File: config.mk
export PLATFORM = sky130hd
export DESIGN_NAME = srw_supervisor
export DESIGN_NICKNAME = d
export VERILOG_FILES = /design/src/shared/srw_pkg.sv /design/src/rtl/srw_supervisor.sv
export VERILOG_INCLUDE_DIRS = /design/src /design/src/shared
export SDC_FILE = /design/constraint.sdc
export NUM_CORES = 1
export LEC_CHECK = 0
export BUFFER_PORTS_ARGS = -buffer_cell sky130_fd_sc_hd__buf_2
export CAP_MARGIN = 20
export CORE_MARGIN = 2
export CORE_UTILIZATION = 59
export CTS_BUF_LIST = sky130_fd_sc_hd__clkbuf_4 sky130_fd_sc_hd__clkbuf_8 sky130_fd_sc_hd__clkbuf_16
export CTS_CLUSTER_SIZE = 14
export DETAILED_ROUTE_END_ITERATION = 12
export GPL_TIMING_DRIVEN = 0
export PLACE_DENSITY_LB_ADDON = 0.1
export SETUP_SLACK_MARGIN = 0.05
export SLEW_MARGIN = 20
export SYNTH_ARGS = -nofsm -noshare
export SYNTH_HDL_FRONTEND = slang
export SYNTH_SLANG_ARGS = --single-unit
export TNS_END_PERCENT = 1
File: constraint.sdc
create_clock -name clk_i -period 3.8 [get_ports clk_i]
set_input_delay 0.19 -clock clk_i [delete_from_list [all_inputs] [get_ports clk_i]]
set_output_delay 0.19 -clock clk_i [all_outputs]
set_load 0.05 [all_outputs]
File: src/shared/srw_regs.svh
`ifndef SRW_REGS_SVH
`define SRW_REGS_SVH

// Register addresses on the special-function-register bus
`define SRW_ADDR_RELOAD_HIGH 8'hA6
`define SRW_ADDR_KEY 8'hAE

// Reset values and key encoding
`define SRW_KEY_RESET 8'h55
`define SRW_RELOAD_RESET 8'h00
`define SRW_COUNT_RESET 24'h000000
`define SRW_LOW_CLEAR 16'h0000

// Machine cycle length in core clocks
`define SRW_MACH_CLKS 4

// Low-voltage release extension in ns and in cycles at 100 ns
`define SRW_LV_EXT_NS 1000
`define SRW_CLK_NS 100
`define SRW_LV_EXT_CYC ((`SRW_LV_EXT_NS + `SRW_CLK_NS - 1) / `SRW_CLK_NS)

// Program address taken after reset
`define SRW_RESET_VECTOR 16'h0000

`endif

File: src/shared/srw_pkg.sv
package srw_pkg;

    // Low-voltage extension state, Gray from SRW_LV_IDLE through SRW_LV_LOW to SRW_LV_EXT
    typedef enum logic [1:0] {
        SRW_LV_IDLE = 2'b00,
        SRW_LV_LOW = 2'b01,
        SRW_LV_EXT = 2'b11
    } srw_lv_state_t;

    // Whole block state
    typedef struct packed {
        logic sync1;
        logic sync2;
        srw_lv_state_t lv_st;
        logic [15:0] lv_cnt;
        logic [7:0] key;
        logic [23:0] count;
        logic [3:0] phase;
        logic power_up;
        logic wd_fire;
        logic core_rst;
    } srw_state_t;

endpackage

File: src/rtl/srw_supervisor.sv
`timescale 1ns/1ps
`include "srw_regs.svh"

module srw_supervisor #(
    parameter int MACH_CLKS = `SRW_MACH_CLKS,
    parameter int LV_EXT_CYC = `SRW_LV_EXT_CYC
) (
    input wire logic clk_i, // Core clock, 10 MHz
    input wire logic rst_n_i, // Power-on asynchronous reset
    input wire logic ext_reset_n_i, // External reset pin, low active
    input wire logic low_voltage_detector_i, // Supply below threshold
    input wire logic debug_reset_i, // Debug port reset command
    input wire logic idle_i, // Core in idle mode
    input wire logic power_down_i, // Core in power-down mode
    input wire logic stall_i, // Wait states or queue stall
    input wire logic sfr_wr_i, // Register write strobe
    input wire logic [7:0] sfr_addr_i, // Register address
    input wire logic [7:0] sfr_wdata_i, // Register write data
    input wire logic power_up_clr_i, // Firmware clears power-up flag
    output logic core_reset_o, // Core reset, high active
    output logic mem_reset_n_o, // Memory module reset, low active
    output logic [15:0] reset_vector_o, // Start address after reset
    output logic power_up_flag_o, // Cold-reset flag
    output logic watchdog_enabled_o, // Watchdog counting allowed
    output logic [23:0] watchdog_counter_o // Current watchdog count
);

    // Registered block state
    srw_pkg::srw_state_t s_q;

    // Next block state
    srw_pkg::srw_state_t s_d;

    // Synchronised pin request
    logic pin_rst;

    // Low-voltage request, live or extended
    logic lv_rst;

    // Debug port request
    logic dbg_rst;

    // Watchdog overflow request
    logic wd_rst;

    // Merged internal reset request
    logic any_rst;

    // Idle or power-down active
    logic low_power;

    // Key differs from the disable value
    logic wd_en;

    // Phase at end of machine cycle
    logic phase_last;

    // One machine cycle completes
    logic mach_tick;

    // Key register write
    logic wr_key;

    // Reload register write
    logic wr_reload;

    // Low voltage seen while tracker idle
    logic lv_enter;

    // Extension interval used up
    logic lv_ext_done;

    // Counter advances this cycle
    logic wd_step;

    // Counter plus one, with carry
    logic [24:0] inc;

    // Carry out of the top counter bit
    logic wd_carry;

    // Pin source after the two-stage synchroniser
    assign pin_rst = s_q.sync2;

    // Low-voltage source: live level acts at once, tracker holds it on
    assign lv_rst = low_voltage_detector_i
        | (s_q.lv_st != srw_pkg::SRW_LV_IDLE);

    // Debug source, not gated by any mode
    assign dbg_rst = debug_reset_i;

    // Watchdog source, one-cycle pulse
    assign wd_rst = s_q.wd_fire;

    // Reset merge of all four sources
    assign any_rst = pin_rst | lv_rst | dbg_rst | wd_rst;

    // Low-power modes freeze the watchdog
    assign low_power = idle_i | power_down_i;

    // Watchdog enable from the key
    assign wd_en = (s_q.key != `SRW_KEY_RESET);

    // Register write decode
    assign wr_key = sfr_wr_i & (sfr_addr_i == `SRW_ADDR_KEY);
    assign wr_reload = sfr_wr_i & (sfr_addr_i == `SRW_ADDR_RELOAD_HIGH);

    // Machine-cycle end; a stall stretches the cycle
    assign phase_last = (s_q.phase == 4'(MACH_CLKS - 1));
    assign mach_tick = phase_last & ~stall_i;

    // Low-voltage tracker helpers
    assign lv_enter = low_voltage_detector_i
        & (s_q.lv_st == srw_pkg::SRW_LV_IDLE);
    assign lv_ext_done = (s_q.lv_cnt == 16'(LV_EXT_CYC - 1));

    // Counting allowed: enabled, machine cycle done, no low power, no reload, no reset
    assign wd_step = wd_en & mach_tick & ~low_power & ~wr_reload
        & ~any_rst;

    // Increment with carry kept apart
    assign inc = {1'b0, s_q.count} + 25'h0000001;

    // Overflow is the carry out of bit 23
    assign wd_carry = inc[24];

    // Next-state logic
    always_comb begin
        s_d = s_q;

        // Pin synchroniser, two stages
        s_d.sync1 = ~ext_reset_n_i;
        s_d.sync2 = s_q.sync1;

        // Overflow pulse lasts one cycle
        s_d.wd_fire = 1'b0;

        // Registered reset for core and memory module
        s_d.core_rst = any_rst;

        // Low-voltage tracker, independent of any mode or register
        case (s_q.lv_st)
            srw_pkg::SRW_LV_IDLE: begin
                s_d.lv_cnt = 16'h0000;
                if (low_voltage_detector_i) begin
                    s_d.lv_st = srw_pkg::SRW_LV_LOW;
                end
            end

            srw_pkg::SRW_LV_LOW: begin
                s_d.lv_cnt = 16'h0000;
                if (!low_voltage_detector_i) begin
                    s_d.lv_st = srw_pkg::SRW_LV_EXT;
                end
            end

            srw_pkg::SRW_LV_EXT: begin
                if (low_voltage_detector_i) begin
                    s_d.lv_st = srw_pkg::SRW_LV_LOW;
                end else if (lv_ext_done) begin
                    s_d.lv_st = srw_pkg::SRW_LV_IDLE;
                end else begin
                    s_d.lv_cnt = s_q.lv_cnt + 16'h0001;
                end
            end

            default: begin
                s_d.lv_st = srw_pkg::SRW_LV_LOW;
            end
        endcase

        // Power-up flag: set wins over firmware clear
        if (lv_enter) begin
            s_d.power_up = 1'b1;
        end else if (power_up_clr_i) begin
            s_d.power_up = 1'b0;
        end

        // Machine-cycle phase, held in low power and during stalls
        if (any_rst) begin
            s_d.phase = 4'h0;
        end else if (low_power) begin
            s_d.phase = s_q.phase;
        end else if (mach_tick) begin
            s_d.phase = 4'h0;
        end else if (!stall_i) begin
            s_d.phase = s_q.phase + 4'h1;
        end else begin
            s_d.phase = s_q.phase;
        end

        // Key: reset and overflow reload the disable value
        if (any_rst) begin
            s_d.key = `SRW_KEY_RESET;
        end else if (wd_step && wd_carry) begin
            s_d.key = `SRW_KEY_RESET;
        end else if (wr_key) begin
            s_d.key = sfr_wdata_i;
        end

        // Counter: reload write wins over the increment
        if (any_rst) begin
            s_d.count = `SRW_COUNT_RESET;
        end else if (wr_reload) begin
            s_d.count = {sfr_wdata_i, `SRW_LOW_CLEAR};
        end else if (wd_step) begin
            s_d.count = inc[23:0];
            s_d.wd_fire = wd_carry;
        end
    end

    // State register
    always_ff @(posedge clk_i or negedge rst_n_i) begin
        if (!rst_n_i) begin
            s_q.sync1 <= 1'b0;
            s_q.sync2 <= 1'b0;
            s_q.lv_st <= srw_pkg::SRW_LV_IDLE;
            s_q.lv_cnt <= 16'h0000;
            s_q.key <= `SRW_KEY_RESET;
            s_q.count <= `SRW_COUNT_RESET;
            s_q.phase <= 4'h0;
            s_q.power_up <= 1'b1;
            s_q.wd_fire <= 1'b0;
            s_q.core_rst <= 1'b1;
        end else begin
            s_q <= s_d;
        end
    end

    // Outputs from registers; reset vector is a constant
    assign core_reset_o = s_q.core_rst;
    assign mem_reset_n_o = ~s_q.core_rst;
    assign reset_vector_o = `SRW_RESET_VECTOR;
    assign power_up_flag_o = s_q.power_up;
    assign watchdog_enabled_o = wd_en;
    assign watchdog_counter_o = s_q.count;

endmodule

==> impl_metrics.csv <==
group,metric,value,unit
run_status,status,"finished clean",
cts,ctsResizeCount,0,
layout,design_area,3928,um2
placement,gp_congestion,0.8867,
global_route,antenna_found_initial,0,
synthesis,syn_avg_cell_area,9.865,um2
layout,antennaDiodeCount,0,
cts,path_clk_slew,0.06,ns
timing,fin_setup_tns,0,ns
timing,worst_pin_slew,0.7274,ns
layout,final_cell_mix,"dfrtp_1 (53), buf_2 (52), buf_4 (42)",
detailed_routing,vias_per_cell,5.230,
placement,placed_cell_area,3739,um2
global_route,grt_pass1_wl,11720,um
worst_setup_path,crit_required,4.08,ns
timing,slew_viol_final,0,
power_and_ir_drop,ir_worst_vdd,0.0002307,V
worst_setup_path,critPathKind,"reg2reg",
cts,clk_path_buf_depth,2,
cts,htreeDepth,3,
detailed_routing,firstDrtPassIters,4,
die,initial_utilization,0.6075,
layout,nets,448,
detailed_routing,vias,2589,
hold_path,hp-start,"power_up_clr_i",
hold_path,min_path_type,"in2reg",
timing,fin_crit_sh,0.6390,
placement,hpwl,4994,um
layout,final_layout_size_suffix_gt1_frac,0.2955,
synthesis,ys_seq_area_frac,0.4464,
die,die_w,79.07,um
synthesis,syn_inst,337,
global_route,grt_pass1_vias,2592,
global_route,grt_max_degree,60,
synthesis,ys_warn_count,0,
synthesis,synthTopCellsByArea,"dfrtp_1 (40%), buf_4 (9.3%), xor2_1 (6.8%)",
power_and_ir_drop,powerDensity,315.9,nW/um2
worst_setup_path,critical_path.max_fanout,8,
layout,fillers,448,
global_route,overflow,0,
cts,root_buffer,"clkbuf_8",
worst_setup_path,start_kind,"register",
worst_setup_path,rr_worst_depth,6,
cts,numCtsBuffers,9,
synthesis,yosysTopAreaCell,"dfrtp_1",
worst_setup_path,cp-end-kind,"register",
synthesis,ys_async_sr_fraction,1.000,
cts,cts_sinks,59,
global_route,use_met2,0.4119,
global_route,grt_busiest_layer,"met2",
placement,post-place-cells,477,
placement,portBuffers,53,
power_and_ir_drop,leakagePower,0.001921,uW
die,rows,27,
die,coreArea,5473,um2
global_route,gr-usage-all-layers,0.2415,
layout,areaGrowthSynthToFinish,18.14,%
timing,slew_headroom,0.5150,
global_route,grt.met3_usage,0.05455,
detailed_routing,routed_wl,6762,um
synthesis,synth_ff_type,"dfrtp_1",
job,drv_cap,0,
detailed_routing,detail-route-antenna-nets,0,
die,die_y,79.07,um
hold_path,hold_depth,2,
cts,cts_tree,"done",
timing,timing.clock.skew,0.006651,ns
timing,rsz0062_at_grt,"false",
placement,place_ws,1.376,ns
global_route,grtUsageMet1,0.3025,
die,die_area,6251,um2
synthesis,syn_area,3324,um2
detailed_routing,wire_per_inst,13.66,um
synthesis,ys_seq_elements,59,
timing,finalCriticalPeriod,2.428,ns
timing,fmax,411.8,MHz
worst_setup_path,crit-reg2reg-launch,"s_q[3]$_DFFE_PN0P_",
timing,worst_slack,1.372,ns
timing,final-setup-viol-count,0,
worst_setup_path,cp.arrival,2.71,ns
worst_setup_path,critPathLaunch,"s_q[3]$_DFFE_PN0P_",
layout,final_common_cell,"dfrtp_1",
cts,insertion_delay,0.34,ns
synthesis,yosysTopAreaCellShare,0.3989,
synthesis,ys_types,40,
die,ios,70,
detailed_routing,drt_first_iter_violations,129,
timing,hold_violations,0,
timing,whs,0.008915,ns
synthesis,synth_edf_count,0,
detailed_routing,drcViolationCount,0,
layout,stdcell_count,495,
[logic make-up after synthesis]
kind of cell	share of synthesized area
other	0.001128
multiplexers	0.01506
buffers and inverters	0.1095
AND/OR/NAND/NOR	0.2529
flip-flops	0.4464
adder cells (fa/ha/maj)	0.01506
XOR/XNOR	0.1027
AO/OA/AOI/OAI	0.05721
[cells in the mapped netlist, types with 3 or more instances]
library cell and n:
mux2i_1 5, and4_1 3, and3_1 13, dfstp_2 6
nand3_1 10, inv_1 5, a211o_1 4, nand2_1 29
nor2b_1 3, a21oi_1 4, clkbuf_1 5, or4_1 3
dfrtp_1 53, nor2_1 27, nor3_1 6, xor2_1 26
and2_1 17, o21ai_0 9, nand4_1 26, xnor2_1 13
ha_1 4, nor4_1 3, buf_4 41
[final cells by class]
cell class	instances	area, um2	area share
multi-input cells	239	1533	0.3903
well taps	72	90.09	0.02294
inverters	5	18.77	0.004779
clock buffers	13	153.9	0.03918
clock inverters	3	15.01	0.003823
plain buffers	49	345.3	0.08793
flip-flops and latches	59	1484	0.3778
repair buffers	55	287.8	0.07327
[state kept, by name, summed over array words and instances (netlist names)]
signal	cells
power_up_flag_o	1
watchdog_counter_o	24
s_d	1
s_q	30
core_reset_o	1
pin_rst	1
wd_rst	1
[path summary, 6_finish.rpt]
check	endpoint	slack, ns
max	s_q[31]$_DFFE_PN1P_	1.37
min	power_up_flag_o$_DFFE_PN1P_	0.009
max reg2reg	s_q[31]$_DFFE_PN1P_	1.37
min reg2reg	pin_rst$_DFF_PN0_	0.36
max in group asynchronous	s_q[32]$_DFFE_PN0P_	2.86
min in group asynchronous	s_q[5]$_DFFE_PN0P_	0.45
[layer usage]
metal | up-vias | routed length (um)
li1 | 1266 | -
met1 | 1256 | 2918
met2 | 58 | 3499
met3 | 9 | 264
met4 | 0 | 80
met5 | - | 0
[metrics by stage]
stage          total power (uW)    util
4_1_cts                    1247  0.7177
5_1_grt                    1288  0.7177
6_report                   1241  0.7177
3_3_place_gp              741.9  0.6827
2_1_floorplan             710.3       -
3_5_place_dp              744.4  0.6831
[report_power, final]
part | leakage, uW | total [uW] | internal [uW] | switching [uW]
logic | 0.00104 | 96.3 | 31.0 | 65.3
clock network | 0.0000948 | 507 | 263 | 244
registers | 0.000790 | 638 | 632 | 5.55
[repair_timing]
action | CTS | global route
hold buffers | 2 | 0
hold endpoints to repair | 54 | 0
buffers inserted | 0 | 0
[critical path, stage by stage, from the launching register on]
cell,delay (ns)
dfrtp_1,0.38
ha_1,0.19
or3b_1,0.48
a211oi_4,0.37
nand4_1,0.29
o31ai_4,0.49
a211o_1,0.16
No activity file was read; power rests on OpenSTA's default activity.
